### src/design/txp_pkg.sv
package txp_pkg;

	// Register word width
	localparam int unsigned REG_W = 16;

	// Register offsets on the management interface
	localparam logic [15:0] OFS_CTRL     = 16'hbb2c;
	localparam logic [15:0] OFS_X_TARGET = 16'hbb2d;
	localparam logic [15:0] OFS_Y_TARGET = 16'hbb2e;
	localparam logic [15:0] OFS_X_DRIVE  = 16'hbb2f;
	localparam logic [15:0] OFS_Y_DRIVE  = 16'hbb30;
	localparam logic [15:0] OFS_T_DRIVE  = 16'hbb31;

	// Control word field positions
	localparam int unsigned BIT_TOT_LOOP = 15;
	localparam int unsigned BIT_X_LOOP   = 14;
	localparam int unsigned BIT_Y_LOOP   = 13;
	localparam int unsigned BIT_OUT_EN   = 12;
	localparam logic [15:0] CTRL_MASK    = 16'hf000;

	// Reset values
	localparam logic [15:0] RST_CTRL     = 16'h0000;
	localparam logic [15:0] RST_TARGET   = 16'h0000;
	localparam logic [15:0] RST_DRIVE    = 16'h0000;
	localparam logic [15:0] RD_UNMAPPED  = 16'h0000;

	// Drive settling window
	localparam int unsigned CLK_KHZ      = 25000;
	localparam int unsigned SETTLE_MS    = 100;
	localparam int unsigned SETTLE_CYC   = SETTLE_MS * CLK_KHZ;

	// Management word access
	typedef struct packed {
		logic        wr;
		logic        rd;
		logic [15:0] addr;
		logic [15:0] wdata;
	} txp_mgmt_req_t;

endpackage : txp_pkg

### src/design/txp_drive_reg.sv
`timescale 1ns/1ps

module txp_drive_reg #(
	parameter int unsigned    W   = 16,
	parameter logic [W-1:0]   RST = '0
) (
	// Clock and reset
	input  wire logic         clk_in,
	input  wire logic         srst_in,
	// Closed loop side
	input  wire logic         loop_en_in,
	input  wire logic         loop_upd_in,
	input  wire logic [W-1:0] loop_data_in,
	// Host side
	input  wire logic         host_wr_in,
	input  wire logic [W-1:0] host_data_in,
	// Results
	output logic      [W-1:0] value_out,
	output logic              refused_out,
	output logic              changed_out
);

	logic [W-1:0] value_r;
	logic [W-1:0] value_nxt;
	logic         refused_r;
	logic         changed_r;
	wire          host_take;
	wire          loop_take;

	// Host writes land only while the loop is off; the loop owns it otherwise
	assign host_take = host_wr_in && !loop_en_in;
	assign loop_take = loop_upd_in && loop_en_in;
	assign value_nxt = loop_take ? loop_data_in : (host_take ? host_data_in : value_r);

	always_ff @(posedge clk_in)
	begin
		if (srst_in)
		begin
			value_r   <= RST;
			refused_r <= 1'b0;
			changed_r <= 1'b0;
		end
		else
		begin
			value_r   <= value_nxt;
			refused_r <= host_wr_in && loop_en_in;
			changed_r <= value_nxt != value_r;
		end
	end

	assign value_out   = value_r;
	assign refused_out = refused_r;
	assign changed_out = changed_r;

	lock_hold_a : assert property (@(posedge clk_in) disable iff (srst_in)
		(host_wr_in && loop_en_in && !loop_upd_in) |=> $stable(value_r))
		else $error("Drive changed by host while loop enabled");

	open_load_a : assert property (@(posedge clk_in) disable iff (srst_in)
		(host_wr_in && !loop_en_in) |=> (value_r == $past(host_data_in)))
		else $error("Drive missed host write with loop disabled");

endmodule : txp_drive_reg

### src/design/txp_regs.sv
`timescale 1ns/1ps

// Function
// - Control bit 15 turns total output power closed loop on or off.
// - Control bits 14 and 13 turn X and Y polarisation loops on or off.
// - Control bit 12 gates the output shutter independent of everything else.
// - Bit 12 high opens the shutter, low closes it and blocks output.
// - Control bits 11 to 0 are reserved, read zero, do nothing.
// - X target is signed 16-bit, 0.01 dBm per count, X loop setpoint.
// - Y target is signed 16-bit, 0.01 dBm per count, Y loop setpoint.
// - X drive is unsigned 16-bit, resets to zero, drives X power monotonically.
// - X drive accepts host writes only while the X loop is disabled.
// - Y drive is unsigned 16-bit, resets to zero, drives Y power monotonically.
// - Y drive accepts host writes only while the Y loop is disabled.
// - Drive step small enough that one count moves power at most 0.1 dB.
// - Drive change reaches 90 percent of effect within 100 ms.
// - Total drive is unsigned 16-bit with reset value zero.
// - Total drive writable only with total loop disabled; power monotonic in it.
module txp_regs #(
	parameter int unsigned SETTLE_CYCLES = txp_pkg::SETTLE_CYC
) (
	// Clock and reset
	input  wire logic                  clk_in,
	input  wire logic                  srst_in,
	// Management access
	input  wire txp_pkg::txp_mgmt_req_t mgmt_req_in,
	output logic                [15:0] mgmt_rdata_out,
	output logic                       mgmt_ack_out,
	output logic                       wr_refused_out,
	// Closed loop results
	input  wire logic           [15:0] loop_x_drive_in,
	input  wire logic                  loop_x_upd_in,
	input  wire logic           [15:0] loop_y_drive_in,
	input  wire logic                  loop_y_upd_in,
	input  wire logic           [15:0] loop_t_drive_in,
	input  wire logic                  loop_t_upd_in,
	// Loop controls and setpoints
	output logic                       tot_loop_en_out,
	output logic                       x_loop_en_out,
	output logic                       y_loop_en_out,
	output logic signed         [15:0] x_target_out,
	output logic signed         [15:0] y_target_out,
	// Actuator drives
	output logic                       shutter_open_out,
	output logic                [15:0] x_drive_out,
	output logic                [15:0] y_drive_out,
	output logic                [15:0] t_drive_out,
	output logic                       drive_settling_out
);

	localparam int unsigned CNT_W = $clog2(SETTLE_CYCLES + 1);

	logic [15:0]      ctrl_r;
	logic [15:0]      xtgt_r;
	logic [15:0]      ytgt_r;
	logic [15:0]      rdata_r;
	logic [15:0]      rdata_nxt;
	logic             ack_r;
	logic             refused_r;
	logic [CNT_W-1:0] settle_r;
	logic [CNT_W-1:0] settle_nxt;
	logic             settling_r;
	logic [15:0]      xdrv;
	logic [15:0]      ydrv;
	logic [15:0]      tdrv;
	logic             xref;
	logic             yref;
	logic             tref;
	logic             xchg;
	logic             ychg;
	logic             tchg;

	// Address decode
	wire wr      = mgmt_req_in.wr;
	wire rd      = mgmt_req_in.rd;
	wire hit_c   = mgmt_req_in.addr == txp_pkg::OFS_CTRL;
	wire hit_xt  = mgmt_req_in.addr == txp_pkg::OFS_X_TARGET;
	wire hit_yt  = mgmt_req_in.addr == txp_pkg::OFS_Y_TARGET;
	wire hit_xd  = mgmt_req_in.addr == txp_pkg::OFS_X_DRIVE;
	wire hit_yd  = mgmt_req_in.addr == txp_pkg::OFS_Y_DRIVE;
	wire hit_td  = mgmt_req_in.addr == txp_pkg::OFS_T_DRIVE;
	wire wr_c    = wr && hit_c;
	wire wr_xt   = wr && hit_xt;
	wire wr_yt   = wr && hit_yt;
	wire wr_xd   = wr && hit_xd;
	wire wr_yd   = wr && hit_yd;
	wire wr_td   = wr && hit_td;

	// Loop enables straight from the control word
	wire tot_en  = ctrl_r[txp_pkg::BIT_TOT_LOOP];
	wire x_en    = ctrl_r[txp_pkg::BIT_X_LOOP];
	wire y_en    = ctrl_r[txp_pkg::BIT_Y_LOOP];

	// Read data selection, whole words only
	assign rdata_nxt = hit_c  ? ctrl_r :
	                   hit_xt ? xtgt_r :
	                   hit_yt ? ytgt_r :
	                   hit_xd ? xdrv   :
	                   hit_yd ? ydrv   :
	                   hit_td ? tdrv   : txp_pkg::RD_UNMAPPED;

	// Settling window restarts on every drive change
	assign settle_nxt = (xchg || ychg || tchg) ? CNT_W'(SETTLE_CYCLES) :
	                    (settle_r != '0) ? settle_r - CNT_W'(1) : settle_r;

	always_ff @(posedge clk_in)
	begin
		if (srst_in)
		begin
			ctrl_r <= txp_pkg::RST_CTRL;
		end
		else if (wr_c)
		begin
			ctrl_r <= mgmt_req_in.wdata & txp_pkg::CTRL_MASK;
		end
	end

	always_ff @(posedge clk_in)
	begin
		if (srst_in)
		begin
			xtgt_r <= txp_pkg::RST_TARGET;
			ytgt_r <= txp_pkg::RST_TARGET;
		end
		else
		begin
			xtgt_r <= wr_xt ? mgmt_req_in.wdata : xtgt_r;
			ytgt_r <= wr_yt ? mgmt_req_in.wdata : ytgt_r;
		end
	end

	always_ff @(posedge clk_in)
	begin
		if (srst_in)
		begin
			rdata_r   <= txp_pkg::RD_UNMAPPED;
			ack_r     <= 1'b0;
			refused_r <= 1'b0;
		end
		else
		begin
			rdata_r   <= rd ? rdata_nxt : rdata_r;
			ack_r     <= rd || wr;
			refused_r <= xref || yref || tref;
		end
	end

	always_ff @(posedge clk_in)
	begin
		if (srst_in)
		begin
			settle_r   <= '0;
			settling_r <= 1'b0;
		end
		else
		begin
			settle_r   <= settle_nxt;
			settling_r <= settle_nxt != '0;
		end
	end

	// X polarisation drive, step size set by the actuator scaling
	txp_drive_reg #(
		.W   (txp_pkg::REG_W),
		.RST (txp_pkg::RST_DRIVE)
	) u_xdrv (
		.clk_in       (clk_in),
		.srst_in      (srst_in),
		.loop_en_in   (x_en),
		.loop_upd_in  (loop_x_upd_in),
		.loop_data_in (loop_x_drive_in),
		.host_wr_in   (wr_xd),
		.host_data_in (mgmt_req_in.wdata),
		.value_out    (xdrv),
		.refused_out  (xref),
		.changed_out  (xchg)
	);

	// Y polarisation drive
	txp_drive_reg #(
		.W   (txp_pkg::REG_W),
		.RST (txp_pkg::RST_DRIVE)
	) u_ydrv (
		.clk_in       (clk_in),
		.srst_in      (srst_in),
		.loop_en_in   (y_en),
		.loop_upd_in  (loop_y_upd_in),
		.loop_data_in (loop_y_drive_in),
		.host_wr_in   (wr_yd),
		.host_data_in (mgmt_req_in.wdata),
		.value_out    (ydrv),
		.refused_out  (yref),
		.changed_out  (ychg)
	);

	// Total post-multiplexer drive
	txp_drive_reg #(
		.W   (txp_pkg::REG_W),
		.RST (txp_pkg::RST_DRIVE)
	) u_tdrv (
		.clk_in       (clk_in),
		.srst_in      (srst_in),
		.loop_en_in   (tot_en),
		.loop_upd_in  (loop_t_upd_in),
		.loop_data_in (loop_t_drive_in),
		.host_wr_in   (wr_td),
		.host_data_in (mgmt_req_in.wdata),
		.value_out    (tdrv),
		.refused_out  (tref),
		.changed_out  (tchg)
	);

	// Outputs
	assign mgmt_rdata_out     = rdata_r;
	assign mgmt_ack_out       = ack_r;
	assign wr_refused_out     = refused_r;
	assign tot_loop_en_out    = ctrl_r[txp_pkg::BIT_TOT_LOOP];
	assign x_loop_en_out      = ctrl_r[txp_pkg::BIT_X_LOOP];
	assign y_loop_en_out      = ctrl_r[txp_pkg::BIT_Y_LOOP];
	assign shutter_open_out   = ctrl_r[txp_pkg::BIT_OUT_EN];
	assign x_target_out       = xtgt_r;
	assign y_target_out       = ytgt_r;
	assign x_drive_out        = xdrv;
	assign y_drive_out        = ydrv;
	assign t_drive_out        = tdrv;
	assign drive_settling_out = settling_r;

	// Checks
	shutter_follow_a : assert property (@(posedge clk_in) disable iff (srst_in)
		wr_c |=> (shutter_open_out == $past(mgmt_req_in.wdata[12])))
		else $error("Shutter state does not follow output enable");

	shutter_hold_a : assert property (@(posedge clk_in) disable iff (srst_in)
		!wr_c |=> $stable(shutter_open_out))
		else $error("Shutter moved without control write");

	tot_loop_a : assert property (@(posedge clk_in) disable iff (srst_in)
		wr_c |=> (tot_loop_en_out == $past(mgmt_req_in.wdata[15])))
		else $error("Total loop enable wrong");

	pol_loop_a : assert property (@(posedge clk_in) disable iff (srst_in)
		wr_c |=> (x_loop_en_out == $past(mgmt_req_in.wdata[14]))
		&& (y_loop_en_out == $past(mgmt_req_in.wdata[13])))
		else $error("Polarisation loop enable wrong");

	rsvd_zero_a : assert property (@(posedge clk_in) disable iff (srst_in)
		(rd && hit_c) |=> (mgmt_rdata_out[11:0] == 12'h000))
		else $error("Reserved control bits read nonzero");

	xtarget_load_a : assert property (@(posedge clk_in) disable iff (srst_in)
		wr_xt |=> (x_target_out == $past(mgmt_req_in.wdata)))
		else $error("X target not loaded");

	ytarget_load_a : assert property (@(posedge clk_in) disable iff (srst_in)
		wr_yt |=> (y_target_out == $past(mgmt_req_in.wdata)))
		else $error("Y target not loaded");

	xdrive_lock_a : assert property (@(posedge clk_in) disable iff (srst_in)
		(wr_xd && x_loop_en_out && !loop_x_upd_in) |=> $stable(x_drive_out) ##1 wr_refused_out)
		else $error("X drive write not refused under loop");

	ydrive_lock_a : assert property (@(posedge clk_in) disable iff (srst_in)
		(wr_yd && y_loop_en_out && !loop_y_upd_in) |=> $stable(y_drive_out))
		else $error("Y drive write not refused under loop");

	tdrive_lock_a : assert property (@(posedge clk_in) disable iff (srst_in)
		(wr_td && tot_loop_en_out && !loop_t_upd_in) |=> $stable(t_drive_out))
		else $error("Total drive write not refused under loop");

	xdrive_load_a : assert property (@(posedge clk_in) disable iff (srst_in)
		(wr_xd && !x_loop_en_out) |=> (x_drive_out == $past(mgmt_req_in.wdata)))
		else $error("X drive not loaded");

	settle_flag_a : assert property (@(posedge clk_in) disable iff (srst_in)
		(x_drive_out != $past(x_drive_out)) |-> ##[1:2] drive_settling_out)
		else $error("Settling flag missing after drive change");

	access_ack_a : assert property (@(posedge clk_in) disable iff (srst_in)
		(rd || wr) |=> mgmt_ack_out)
		else $error("Access not acknowledged");

	ack_cause_a : assert property (@(posedge clk_in) disable iff (srst_in)
		mgmt_ack_out |-> $past(rd || wr))
		else $error("Acknowledge without access");

	ydrive_load_a : assert property (@(posedge clk_in) disable iff (srst_in)
		(wr_yd && !y_loop_en_out) |=> (y_drive_out == $past(mgmt_req_in.wdata)))
		else $error("Y drive not loaded");

	tdrive_load_a : assert property (@(posedge clk_in) disable iff (srst_in)
		(wr_td && !tot_loop_en_out) |=> (t_drive_out == $past(mgmt_req_in.wdata)))
		else $error("Total drive not loaded");

	refuse_cause_a : assert property (@(posedge clk_in) disable iff (srst_in)
		wr_refused_out |-> $past((wr_xd && x_en) || (wr_yd && y_en) || (wr_td && tot_en), 2))
		else $error("Refusal without locked drive write");

	unmapped_read_a : assert property (@(posedge clk_in) disable iff (srst_in)
		(rd && !(hit_c || hit_xt || hit_yt || hit_xd || hit_yd || hit_td))
		|=> (mgmt_rdata_out == txp_pkg::RD_UNMAPPED))
		else $error("Unmapped read returned nonzero");

endmodule : txp_regs

### config.mk
export PLATFORM = sky130hd
export DESIGN_NAME = txp_regs
export DESIGN_NICKNAME = d
export VERILOG_FILES = /design/src/design/txp_pkg.sv /design/src/design/txp_drive_reg.sv /design/src/design/txp_regs.sv
export SDC_FILE = /design/constraint.sdc
export NUM_CORES = 1
export LEC_CHECK = 0
export ABC_CLOCK_PERIOD_IN_PS = 6300
export BUFFER_PORTS_ARGS = -buffer_cell sky130_fd_sc_hd__buf_4
export CELL_PAD_IN_SITES_DETAIL_PLACEMENT = 1
export CELL_PAD_IN_SITES_GLOBAL_PLACEMENT = 2
export CORE_ASPECT_RATIO = 1.25
export CORE_MARGIN = 2
export CORE_UTILIZATION = 33
export CTS_CLUSTER_SIZE = 30
export DETAILED_ROUTE_END_ITERATION = 8
export HOLD_SLACK_MARGIN = 0.08
export PLACE_DENSITY_LB_ADDON = 0.25
export SLEW_MARGIN = 20
export SYNTH_ARGS = -nofsm -noshare
export SYNTH_HDL_FRONTEND = slang
export SYNTH_SLANG_ARGS = --single-unit
### constraint.sdc
create_clock -name clk_in -period 6.3 [get_ports clk_in]
set_input_delay 0.63 -clock clk_in [delete_from_list [all_inputs] [get_ports clk_in]]
set_output_delay 0.63 -clock clk_in [all_outputs]
set_load 0.02 [all_outputs]
Yosys cells after proc, flatten, opt, wreduce, memory -nomap -nowiden

Cells that the tools add are included.
W data, S select, Z words.

Memories kept: 0
RAM bits: 0
Register bits: 131
Bits in read-only memories: 0
Input port bits: 87
Latch bits: 0

Reductions and logical operators: 25
Divide/modulo/power cells: 0
Equal/unequal tests: 9
Order comparisons: 0
Bitwise operators: 0
$add $sub $neg: 1
Shifts and indexed selects: 0
Multiplexer cells: 14
Multipliers: 0

Operators by type and width:

| kind                    | count |
|---|---|
| $mux W16                | 12 |
| $eq A16 B16 Y1 const B  | 6 |
| $ne A16 B16 Y1          | 3 |
| $mux W22                | 2 |
| $reduce_bool A22 Y1     | 2 |
| $sub A22 B1 Y22 const B | 1 |
| $logic_and A1 B1 Y1     | 15 |
| $logic_or A1 B1 Y1      | 5 |
| $logic_not A1 Y1        | 3 |

Logic depth before layout (Yosys ltp)

Gate-level depths: netlist of the first run.

Depth after elaboration: 7
Depth in mapped cells: 9
Gate-level depth less buffers: 8

By module

From an unflattened synthesis of the first run, not the netlist that was laid out.

Cell total of the unflattened synthesis: 918
Area, all modules: 7626.1 um^2

Modules (own cells, without submodules):

| module        | area an instance (um^2) | cells each | instances |
|---|---|---|---|
| txp_regs      | 3988.8                  | 498        | 1 |
| txp_drive_reg | 1212.4                  | 140        | 3 |

Worst setup path before layout of the first run

No wires, ideal clock.

Kind: input port to flip-flop
Start: input mgmt_req_in[17] (netlist name)
End: register u_ydrv.value_r[12] (netlist: u_ydrv.value_out[12])
Path slack: 3769 ps
Path buffers: 2
Data arrival time: 2389 ps
Stages: 7
Data required time: 6158 ps
Path through: clkbuf_1 > or4b_2 > nor4_1 > nand3_1 > clkbuf_1 > nand2_1 > a311oi_1

Cells in the longest elaborated chain, start to end: 5

Ends and longest elaborated chain:

| element                | line                | RTL |
|---|---|---|
| start: declaration     | txp_regs.sv:26      | `input wire txp_pkg::txp_mgmt_req_t mgmt_req_in,` |
| $eq A16 B16 Y1         | txp_regs.sv:80      | `wire hit_yd = mgmt_req_in.addr == txp_pkg::OFS_Y_DRIVE;` |
| $logic_and A1 B1 Y1    | txp_regs.sv:86      | `wire wr_yd = wr && hit_yd;` |
| $logic_and A1 B1 Y1    | txp_drive_reg.sv:31 | `assign host_take = host_wr_in && !loop_en_in;` |
| $mux W16 (2 in a row)  | txp_drive_reg.sv:33 | `assign value_nxt = loop_take ? loop_data_in : (host_take ? host_data_in : value_r);` |
| end signal: assignment | txp_drive_reg.sv:45 | `value_r <= value_nxt;` |
| end: declaration       | txp_drive_reg.sv:23 | `logic [W-1:0] value_r;` |

Every way passes these cells.
A chain may end at the register's enable or synchronous reset.

Final worst setup path of the first run

Start: input mgmt_req_in[17] (netlist name)
End: register u_ydrv.changed_r (netlist: u_ydrv.changed_out)

Cells in the longest elaborated chain, start to end: 6

Ends and longest elaborated chain:

| element                | line                | RTL |
|---|---|---|
| $eq A16 B16 Y1         | txp_regs.sv:80      |  |
| $logic_and A1 B1 Y1    | txp_regs.sv:86      |  |
| $logic_and A1 B1 Y1    | txp_drive_reg.sv:31 |  |
| $mux W16 (2 in a row)  | txp_drive_reg.sv:33 |  |
| $ne A16 B16 Y1         | txp_drive_reg.sv:47 | `changed_r <= value_nxt != value_r;` |
| end signal: assignment | txp_drive_reg.sv:47 |  |
| end: declaration       | txp_drive_reg.sv:26 | `logic changed_r;` |

Every way passes these cells.

==> results of run 1 <==
## flip-flops by register name, summed over array words and instances, names as in the netlist, 4 cells and up
register,cells
ctrl_r,4
y_target_out,16
x_target_out,16
u_xdrv.value_out,16
settle_r,22
u_ydrv.value_out,16
mgmt_rdata_out,16
u_tdrv.value_out,16
## power by group through the flow
stage	Sequential, mW	Combinational (mW)	Clock [mW]
after global placement	0.947	0.644	0
after global routing	0.937	0.722	1.08
final	0.930	0.657	1.03
after detailed placement	0.948	0.651	0
after CTS	0.929	0.657	1.04
after floorplan	0.932	0.479	0
## cell usage after synthesis, types with 3 or more instances
cell,count
a311oi_1,25
nor2_1,97
a222oi_1,10
a21oi_1,84
nand2b_1,10
a31oi_1,15
inv_1,7
nor3b_1,4
o21ai_0,27
a22oi_1,14
buf_1,5
nand2_1,132
or3_1,9
nor3_1,20
clkbuf_1,67
nor2b_1,6
and3_1,4
a211oi_1,27
and4_1,5
nor4_1,20
a41oi_1,3
dfxtp_1,131
xnor2_1,19
nand3_1,16
a21o_1,5
and2_1,5
a221o_1,7
o31ai_1,3
mux2i_1,24
buf_2,7
nand4_1,10
xor2_1,51
or4_1,3
mux2_2,12
o221ai_1,8
o2111ai_1,3
## how the worst min path moves through the flow
stage	from	to	depth (start not counted)
floorplan	u_tdrv.refused_out	wr_refused_out	2
global placement	y_target_out[15]	y_target_out[15]	2
detailed placement	y_target_out[15]	y_target_out[15]	2
CTS	x_target_out[15]	x_target_out[15]	2
global route	x_target_out[3]	x_target_out[3]	2
finish	y_target_out[15]	y_target_out[15]	2
## cell families (layout without fill, tap and decap cells)
family                     Yosys count  in the layout  synth area share
AOI/OAI and AO/OA                  246            246             0.228
muxes                               36             36            0.0507
buffers and inverters               88            238            0.0468
adders and majority gates            1              1           0.00169
DFF                                131            131             0.354
and+or+nand+nor                    361            361             0.236
xor gates and xnor gates            70             70            0.0828
## metrics by stage
step / total power, mW / setup WS [ps]
4_1_cts: 2.63 / 3130
6_report: 2.62 / 3200
5_1_grt: 2.74 / 3050
2_1_floorplan: 1.41 / 3770
3_3_place_gp: 1.59 / 2720
3_5_place_dp: 1.60 / 2730
## tightest hold or removal path, stage by stage (launching register included)
cell	delay (ps)
dfxtp_1	320
nand2_1	60
a21oi_1	50
## cell type report
class,instances,area (um^2),area share
Sequential cell,131,2620,0.275
Tap cell,283,354,0.0371
Clock buffer,20,457,0.0479
Timing Repair Buffer,199,1490,0.157
Clock inverter,12,148,0.0155
Multi-Input combinational cell,714,4440,0.465
Inverter,7,26.3,0.00275
## per-layer routing
| layer | vias to the layer above | GRT usage |
|---|---|---|
| li1 | 3670 | - |
| met1 | 3854 | 0.325 |
| met2 | 250 | 0.475 |
| met3 | 51 | 0.0489 |
| met4 | 0 | 0.103 |
| met5 | - | 0 |
==> results.py, run 1 <==
metrics = {
    "synthesis": {
        "synth-seq-cells": 131,
        "synth_cell_types": 64,
        "async_reset_ff_frac": 0,
        "seq_area_frac_synth": 0.354,
        "synth_top_area_frac": 0.354,
        "synth_edf_count": 0,
        "synthFlopType": "dfxtp_1",
        "syn_area_um2": 7400,
        "yosysWarnings": 0,
        "syn-instance-count": 933,
        "synth.net_count": 1021,
        "yosys-top-cells-area": "dfxtp_1, nand2_1, xor2_1, a21oi_1, nor2_1",
        "synth_area_leader_cell": "dfxtp_1",
        "syn_avg_cell_area_um2": 7.93,
    },
    "layout": {
        "fin_util": 0.431,
        "layout_common_cells": "buf_4, nand2_1, dfxtp_1",
        "final_area_um2": 9540,
        "syn2layout_area_growth_pct": 28.9,
        "num-fill-cells": 2686,
        "drive_gt1_frac": 0.235,
        "final_cells": 1366,
        "final_common_cell": "buf_4",
        "antenna_cells": 0,
        "layout.nets": 1158,
    },
    "clocking": {
        "cts-root-buf": "clkbuf_16",
        "cts_made_buffers": 17,
        "cts_buffer_depth": 2,
        "cts_tree": "yes",
        "cts.clk_slew.worst_paths_ps": 60,
        "clkLatencyLatePin_ps": 440,
        "cts_sinks": 131,
        "cts_setup_buffers": 0,
        "hold_buffers": 0,
        "cts_resized": 0,
        "h-tree-depth": 4,
    },
    "pwr": {
        "pwr-share-clk": 0.394,
        "irDropWorstVdd_mv": 0.196,
        "p_comb_frac": 0.251,
        "power.density_nw_per_um2": 274,
        "sw_frac_of_total": 0.337,
        "seqPwrFrac": 0.355,
        "p_switching_mw": 0.883,
        "p_int_mw": 1.74,
        "leakage_nw": 3.72,
    },
    "route": {
        "wl_um": 32100,
        "wl_met2_um": 16400,
        "drcViolationCount": 0,
        "vias": 7825,
        "wl_met3_um": 1630,
        "via_per_inst": 5.73,
        "dr.pass1.iters": 5,
        "top_layer": "met4",
        "drtIter0Drc": 517,
        "wl_met1_um": 13100,
        "antenna_left": 0,
        "routedWlPerCell_um": 23.5,
    },
    "worst_setup_path": {
        "cp_slowest_stage_delay_ps": 710,
        "crit_fanout": 17,
        "rrSetupSlack_ps": 3300,
        "r2r-start": "settle_r[8]",
        "path_cells": "buf_4, or4b_2, nor4_1, nand3_1, o221ai_1, a221oi_1, nor2_1",
        "cp_slowest_cell": "or4b_2",
        "startpoint": "mgmt_req_in[17]",
        "end_kind": "register",
        "ff2ff_path_depth": 6,
        "arrival_ps": 3460,
        "crit_type": "input pin to register",
        "r2r_end": "drive_settling_out",
        "worst-path-buf-inv": 1,
        "crit_required_ps": 6660,
        "critPathLaunchType": "input pin",
        "cp.depth": 7,
        "path_delay_family": "simple AND/OR/NAND/NOR gates",
        "endpoint": "u_ydrv.changed_out",
    },
    "floorplan": {
        "initial_core_util": 0.334,
        "io_pins": 190,
        "coreArea_um2": 22100,
        "die_h_um": 171,
        "die_w_um": 138,
        "fp.dieArea_um2": 23700,
        "rows": 61,
    },
    "grt": {
        "grt_pass1_wl_um": 47300,
        "grt_pass1_vias": 7791,
        "grt_max_degree": 60,
        "grt_usage": 0.271,
        "grt-ovfl-total": 0,
        "grt_antenna_before_repair": 0,
    },
    "placed_design": {
        "gp_congestion": 0.844,
        "dpl_cell_area_um2": 8940,
        "portBuffers": 189,
        "hpwl_um": 23700,
        "post-place-cells": 1334,
    },
    "timing": {
        "min_period_over_period": 0.492,
        "holdWs_ps": 474,
        "worstMarginPinSlew_ps": 1100,
        "fmax_ghz": 0.323,
        "clock_skew_ps": 12.9,
        "finalHoldViolCount": 0,
        "fin_crit_ps": 3100,
        "finalMaxSlewViolations": 0,
        "rsz0062_at_grt": "false",
        "fin_setup_tns_ps": 0,
        "setup_viol": 0,
        "relSlewSlack": 0.262,
    },
    "status": {
        "status": "finished clean",
    },
    "hold_path": {
        "hold_class": "register to register",
    },
    "run": {
        "cap_violations": 0,
    },
}
No activity file was read; power rests on OpenSTA's default activity.
==> inputs of run 2 (changes only) <==
--- a/config.mk
+++ b/config.mk
@@ -5,13 +5,14 @@
 export SDC_FILE = /design/constraint.sdc
 export NUM_CORES = 1
 export LEC_CHECK = 0
-export ABC_CLOCK_PERIOD_IN_PS = 6300
+export ABC_AREA = 1
+export ABC_CLOCK_PERIOD_IN_PS = 2500
 export BUFFER_PORTS_ARGS = -buffer_cell sky130_fd_sc_hd__buf_4
 export CELL_PAD_IN_SITES_DETAIL_PLACEMENT = 1
 export CELL_PAD_IN_SITES_GLOBAL_PLACEMENT = 2
 export CORE_ASPECT_RATIO = 1.25
 export CORE_MARGIN = 2
-export CORE_UTILIZATION = 33
+export CORE_UTILIZATION = 26
 export CTS_CLUSTER_SIZE = 30
 export DETAILED_ROUTE_END_ITERATION = 8
 export HOLD_SLACK_MARGIN = 0.08
==> constraint.sdc (replaced) <==
create_clock -name clk_in -period 2.5 [get_ports clk_in]
set_input_delay 0.25 -clock clk_in [delete_from_list [all_inputs] [get_ports clk_in]]
set_output_delay 0.25 -clock clk_in [all_outputs]
set_load 0.02 [all_outputs]
==> run 2 against run 1 <==
Synthesized cell count is 34% higher. Sequential share of layout area fell by 2.7 points. Via count increased by 16%. First-iteration DRC count is 7.4% lower. Critical path depth up 6. Utilization is 7.8 points lower. Clock power grew to 2.6 times the previous value. Register-to-register slack got worse by 3000 ps. Sequential power increased by 140%. Cell count is 36% higher. Critical endpoint is now drive_settling_out. Largest power group unchanged.
==> results.py, run 2 <==
metrics = {
    "status": {
        "status": "finished clean",
    },
    "placed_design": {
        "post-place-cells": 1819,
        "portBuffers": 189,
        "hpwl_um": 28000,
        "gp_congestion": 0.826,
    },
    "hold_path": {
        "hold_class": "input pin to register",
    },
    "synthesis": {
        "syn_avg_cell_area_um2": 6.32,
        "synth_cell_types": 40,
        "synth_area_leader_cell": "dfxtp_1",
        "synth-seq-cells": 131,
        "synth_common_cells": "nand2_1, nor2_1, dfxtp_1, nand3_1, inv_1",
        "synth.net_count": 1335,
        "synth_edf_count": 0,
        "async_reset_ff_frac": 0,
        "synth_most_common_cell": "nand2_1",
        "syn-instance-count": 1247,
        "syn_area_um2": 7880,
        "seq_area_frac_synth": 0.333,
        "yosys-top-cells-area": "dfxtp_1, nand2_1, nand3_1, nor2_1, inv_1",
        "yosysWarnings": 0,
        "synthFlopType": "dfxtp_1",
        "synth_top_area_frac": 0.333,
    },
    "floorplan": {
        "die_w_um": 160,
        "fp.dieArea_um2": 31700,
        "die_h_um": 199,
        "rows": 71,
        "io_pins": 190,
        "coreArea_um2": 29900,
        "initial_core_util": 0.263,
    },
    "grt": {
        "met2_usage": 0.419,
        "grt_pass1_wl_um": 54100,
        "grt_pass1_vias": 9354,
        "met1_usage": 0.259,
        "grt-ovfl-total": 0,
        "grt_max_degree": 75,
        "met3_usage": 0.0317,
        "grt_usage": 0.225,
        "grt.busiest_layer": "met2",
        "grt_antenna_before_repair": 1,
    },
    "timing": {
        "finalMaxSlewViolations": 0,
        "min_period_over_period": 0.880,
        "setup_viol": 0,
        "relSlewSlack": 0.494,
        "finalHoldViolCount": 0,
        "fin_setup_tns_ps": 0,
        "clock_skew_ps": 11.1,
        "rsz0062_at_grt": "false",
        "fmax_ghz": 0.454,
        "worstMarginPinSlew_ps": 758,
        "fin_crit_ps": 2200,
    },
    "layout": {
        "layout_common_cells": "nand2_1, buf_4, nor2_1",
        "largest_reg_flops": 22,
        "syn2layout_area_growth_pct": 34.1,
        "final_cells": 1854,
        "layout.nets": 1527,
        "regMostFlops": "settle_r",
        "drive_gt1_frac": 0.230,
        "final_common_cell": "nand2_1",
    },
    "worst_setup_path": {
        "r2r_end": "drive_settling_out",
        "arrival_ps": 2510,
        "r2r-start": "settle_r[0]",
        "startpoint": "settle_r[0]",
        "rrSetupSlack_ps": 300,
        "crit_fanout": 6,
        "path_cells": "inv_1, ha_1, nand2_1, nor2_1, nand3_1, buf_4, buf_4, a21oi_1, nand2_1, nor2_1, nand4_1, nor2_1, nor2_1",
        "crit_top_cell": "nor2_1",
        "cp_slowest_stage_delay_ps": 330,
        "ff2ff_path_depth": 13,
        "endpoint": "drive_settling_out",
        "end_kind": "register",
        "critPathLaunchType": "register",
        "crit_type": "register to register",
        "crit_required_ps": 2810,
        "cp_slowest_cell": "dfxtp_1",
    },
    "route": {
        "routedWlPerCell_um": 19.2,
        "via_per_inst": 4.88,
        "wl_um": 35500,
        "drtIter0Drc": 479,
        "vias": 9050,
        "antenna_left": 0,
        "dr.pass1.iters": 4,
        "drcViolationCount": 0,
    },
    "pwr": {
        "irDropWorstVdd_mv": 0.265,
        "pwr-share-clk": 0.413,
        "finalPower_mw": 6.52,
        "seqPwrFrac": 0.344,
        "leakage_nw": 5.01,
        "p_comb_frac": 0.243,
        "power.density_nw_per_um2": 617,
        "p_switching_mw": 2.08,
        "p_int_mw": 4.44,
        "sw_frac_of_total": 0.319,
    },
    "clocking": {
        "clkLatencyLatePin_ps": 430,
        "cts_sinks": 131,
        "cts-root-buf": "clkbuf_16",
        "cts_made_buffers": 17,
        "cts.clk_slew.worst_paths_ps": 60,
        "cts_buffer_depth": 2,
        "cts_tree": "yes",
        "h-tree-depth": 4,
        "cts_setup_buffers": 0,
    },
    "run": {
        "cap_violations": 0,
    },
}
run 2: cell count changes after synthesis, sizes merged, moves of 15 or more:
cell / previous run / this run
mux2i: 24 / 0
xor2: 51 / 7
nor4: 22 / 1
clkbuf: 67 / 41
nand3: 16 / 141
nand4: 10 / 65
inv: 7 / 127
nor2: 98 / 156
a311oi: 25 / 0
or2: 0 / 29
a31oi: 15 / 0
nand2: 132 / 328
run 2: per-layer routing:
| layer | routed length [um] | share of wire |
|---|---|---|
| met1 | 14800 | 0.42 |
| met5 | 0 | 0 |
| met4 | 1290 | 0.036 |
| met2 | 18500 | 0.52 |
| met3 | 1010 | 0.028 |
run 2: cells by family (layout without fill, tap and decap cells):
group / Yosys count / count (layout) / synth area share
simple gates: 735 / 735 / 0.426
buf+inv: 194 / 399 / 0.0976
compound gates: 171 / 171 / 0.126
flops: 131 / 131 / 0.333
xor+xnor: 15 / 15 / 0.0167
fa+ha+maj: 1 / 1 / 0.00159
other cells: 0 / 1 / 0
run 2: how the worst min path moves through the flow:
stage                             from                   to  slack, ps  cells past startpoint
finish              loop_t_drive_in[4]  u_tdrv.value_out[4]        100                      3
CTS                 loop_y_drive_in[8]  u_ydrv.value_out[8]         80                      3
global placement    u_ydrv.refused_out       wr_refused_out        430                      2
global route        loop_t_drive_in[4]  u_tdrv.value_out[4]         90                      3
detailed placement  u_xdrv.refused_out       wr_refused_out        460                      2
floorplan              mgmt_req_in[32]   mgmt_rdata_out[12]        390                      2
run 2: critical path, delay by kind of cell (launching register included):
kind | cells | cell delay, ps
AOI/OAI and AO/OA | 1 | 230
and+or+nand+nor | 8 | 870
buffers and inverters | 3 | 420
adders and majority gates | 1 | 230
DFF | 1 | 330
run 2: power by group through the flow:
stage,clock network (mW),logic (mW),registers (mW)
2_1_floorplan,0,0.979,2.27
5_1_grt,2.84,1.81,2.25
6_report,2.69,1.58,2.24
4_1_cts,2.76,1.60,2.25
3_3_place_gp,0,1.58,2.29
3_5_place_dp,0,1.58,2.29
run 2: stage by stage:
step | area (um^2) | utilization | setup slack, ps | hold WS [ps]
after detailed placement | 9920 | 0.331 | 173 | 456
after CTS | 10600 | 0.353 | 233 | 81.5
after global routing | 10600 | 0.353 | 32.7 | 88.9
after floorplan | 7880 | - | 510 | 394
final | 10600 | 0.353 | 299 | 95.4
after global placement | 9920 | 0.331 | 207 | 428
run 2: area by class of cell:
cell class / instances / area, um^2
Clock buffer: 20 / 467
Clock inverter: 12 / 154
Timing Repair Buffer: 236 / 1830
Sequential cell: 131 / 2620
Tap cell: 401 / 502
Multi-Input combinational cell: 922 / 4500
Antenna cell: 1 / 2.50
Inverter: 131 / 492
Fill cell: 3828 / 19400
run 2: what timing repair did:
action / 4_1_cts / 5_1_grt
endpoints found under the setup margin: 0 / 1
resized for setup: 0 / 1
hold buffers: 2 / 0
endpoints found under the hold margin: 2 / 0
==> inputs of run 3 (changes only) <==
--- a/config.mk
+++ b/config.mk
@@ -6,13 +6,13 @@
 export NUM_CORES = 1
 export LEC_CHECK = 0
 export ABC_AREA = 1
-export ABC_CLOCK_PERIOD_IN_PS = 2500
+export ABC_CLOCK_PERIOD_IN_PS = 2700
 export BUFFER_PORTS_ARGS = -buffer_cell sky130_fd_sc_hd__buf_4
 export CELL_PAD_IN_SITES_DETAIL_PLACEMENT = 1
 export CELL_PAD_IN_SITES_GLOBAL_PLACEMENT = 2
 export CORE_ASPECT_RATIO = 1.25
 export CORE_MARGIN = 2
-export CORE_UTILIZATION = 26
+export CORE_UTILIZATION = 30
 export CTS_CLUSTER_SIZE = 30
 export DETAILED_ROUTE_END_ITERATION = 8
 export HOLD_SLACK_MARGIN = 0.08
==> constraint.sdc (replaced) <==
create_clock -name clk_in -period 2.7 [get_ports clk_in]
set_input_delay 0.27 -clock clk_in [delete_from_list [all_inputs] [get_ports clk_in]]
set_output_delay 0.27 -clock clk_in [all_outputs]
set_load 0.02 [all_outputs]
==> run 3 against run 2 <==
Global-route usage increased by 2.2 points. Non-clock buffer count fell by 15. Power decreased by 7.9%. Critical path depth shrank 1. Clock-buffer cell count down 3.
==> results.py, run 3 (synthesis gave the netlist of run 2 again) <==
metrics = {
    "pwr": {
        "p_comb_frac": 0.237,
        "power.density_nw_per_um2": 578,
        "seqPwrFrac": 0.346,
        "p_switching_mw": 1.98,
        "leakage_nw": 4.94,
        "sw_frac_of_total": 0.330,
        "p_int_mw": 4.02,
        "pwr-share-clk": 0.416,
        "irDropWorstVdd_mv": 0.367,
    },
    "grt": {
        "grt_antenna_before_repair": 1,
        "met3_usage": 0.0291,
        "met1_usage": 0.304,
        "grt-ovfl-total": 0,
        "grt_usage": 0.247,
        "grt.busiest_layer": "met2",
        "grt_pass1_vias": 9074,
        "grt_pass1_wl_um": 52000,
        "met2_usage": 0.433,
        "grt_max_degree": 57,
    },
    "layout": {
        "drive_gt1_frac": 0.223,
        "layout_common_cells": "nand2_1, buf_4, nor2_1",
        "regMostFlops": "settle_r",
        "layout.nets": 1512,
        "syn2layout_area_growth_pct": 31.9,
        "final_area_um2": 10400,
        "final_common_cell": "nand2_1",
        "largest_reg_flops": 22,
    },
    "route": {
        "routedWlPerCell_um": 19.2,
        "drcViolationCount": 0,
        "drtIter0Drc": 487,
        "wl_um": 34100,
        "via_per_inst": 5.08,
        "dr.pass1.iters": 5,
        "antenna_left": 0,
        "vias": 9028,
    },
    "floorplan": {
        "die_h_um": 185,
        "initial_core_util": 0.304,
        "rows": 66,
        "io_pins": 190,
        "fp.dieArea_um2": 27600,
        "coreArea_um2": 25900,
        "die_w_um": 149,
    },
    "run": {
        "cap_violations": 0,
    },
    "hold_path": {
        "hold_depth": 3,
        "hold_class": "input pin to register",
    },
    "placed_design": {
        "dpl_cell_area_um2": 9770,
        "portBuffers": 189,
        "hpwl_um": 26200,
        "gp_congestion": 0.877,
    },
    "timing": {
        "worstMarginPinSlew_ps": 770,
        "min_period_over_period": 0.818,
        "rsz0062_at_grt": "false",
        "relSlewSlack": 0.486,
        "finalMaxSlewViolations": 0,
        "setup_viol": 0,
        "fmax_ghz": 0.453,
        "fin_setup_tns_ps": 0,
        "clock_skew_ps": 9.98,
        "finalHoldViolCount": 0,
        "fin_crit_ps": 2210,
    },
    "clocking": {
        "clkLatencyLatePin_ps": 430,
        "cts.clk_slew.worst_paths_ps": 70,
        "hold_buffers": 0,
        "h-tree-depth": 4,
        "cts_buffer_depth": 2,
        "cts-root-buf": "clkbuf_16",
        "cts_sinks": 131,
        "cts_tree": "yes",
        "cts_resized": 0,
        "cts_setup_buffers": 0,
        "cts_made_buffers": 17,
    },
    "worst_setup_path": {
        "crit_fanout": 14,
        "crit_required_ps": 2990,
        "ff2ff_path_depth": 12,
        "end_kind": "register",
        "crit_type": "register to register",
        "arrival_ps": 2490,
        "critPathLaunchType": "register",
    },
    "status": {
        "status": "finished clean",
    },
}
[run 3: worst paths after layout]
path,slack (ps),to,start
worst max-delay path,490,drive_settling_out,settle_r[18]
worst min-delay path,100,u_tdrv.value_out[12],loop_t_drive_in[12]
worst max register to register,490,drive_settling_out,settle_r[18]
worst min register to register,470,mgmt_rdata_out[5],mgmt_rdata_out[5]
[run 3: through the flow]
step | utilization | hold slack (ps) | instances | total power [mW] | setup WS (ps)
2_1_floorplan | - | 414 | 1247 | 3.01 | 710
3_3_place_gp | 0.377 | 428 | 1745 | 3.54 | 341
3_5_place_dp | 0.377 | 444 | 1745 | 3.54 | 306
4_1_cts | 0.401 | 91.9 | 1777 | 6.06 | 456
5_1_grt | 0.401 | 103 | 1778 | 6.30 | 169
6_report | 0.401 | 100 | 1778 | 6.00 | 492
[run 3: per-layer routing]
layer | vias up | part of all wire
met2 | 204 | 0.50
met1 | 4292 | 0.44
met5 | - | 0
met4 | 0 | 0.034
met3 | 59 | 0.032
li1 | 4473 | -
[run 3: layout make-up]
type,count,area [um^2]
fill,3396,15500
multi-input combinational,922,4500
sequential,131,2620
timing repair buffer,221,1730
inverter,131,492
clock buffer,17,425
tap,340,425
clock inverter,15,195
antenna,1,2.50
[run 3: power by group through the flow]
stage	Sequential, mW	Clock (mW)	Combinational (mW)
floorplan	2.10	0	0.906
global placement	2.12	0	1.42
detailed placement	2.12	0	1.42
CTS	2.08	2.55	1.44
global route	2.09	2.61	1.60
finish	2.08	2.50	1.42
[run 3: worst max-delay path, stage by stage (launching register included)]
cell	delay, ps
dfxtp_1	330
nor2_1	170
nand3_1	120
nor3_1	330
nand3_1	120
buf_4	190
buf_12	150
a21oi_1	220
nand2_1	70
nor2_1	100
nand4_1	100
nor2_1	130
nor2_1	40
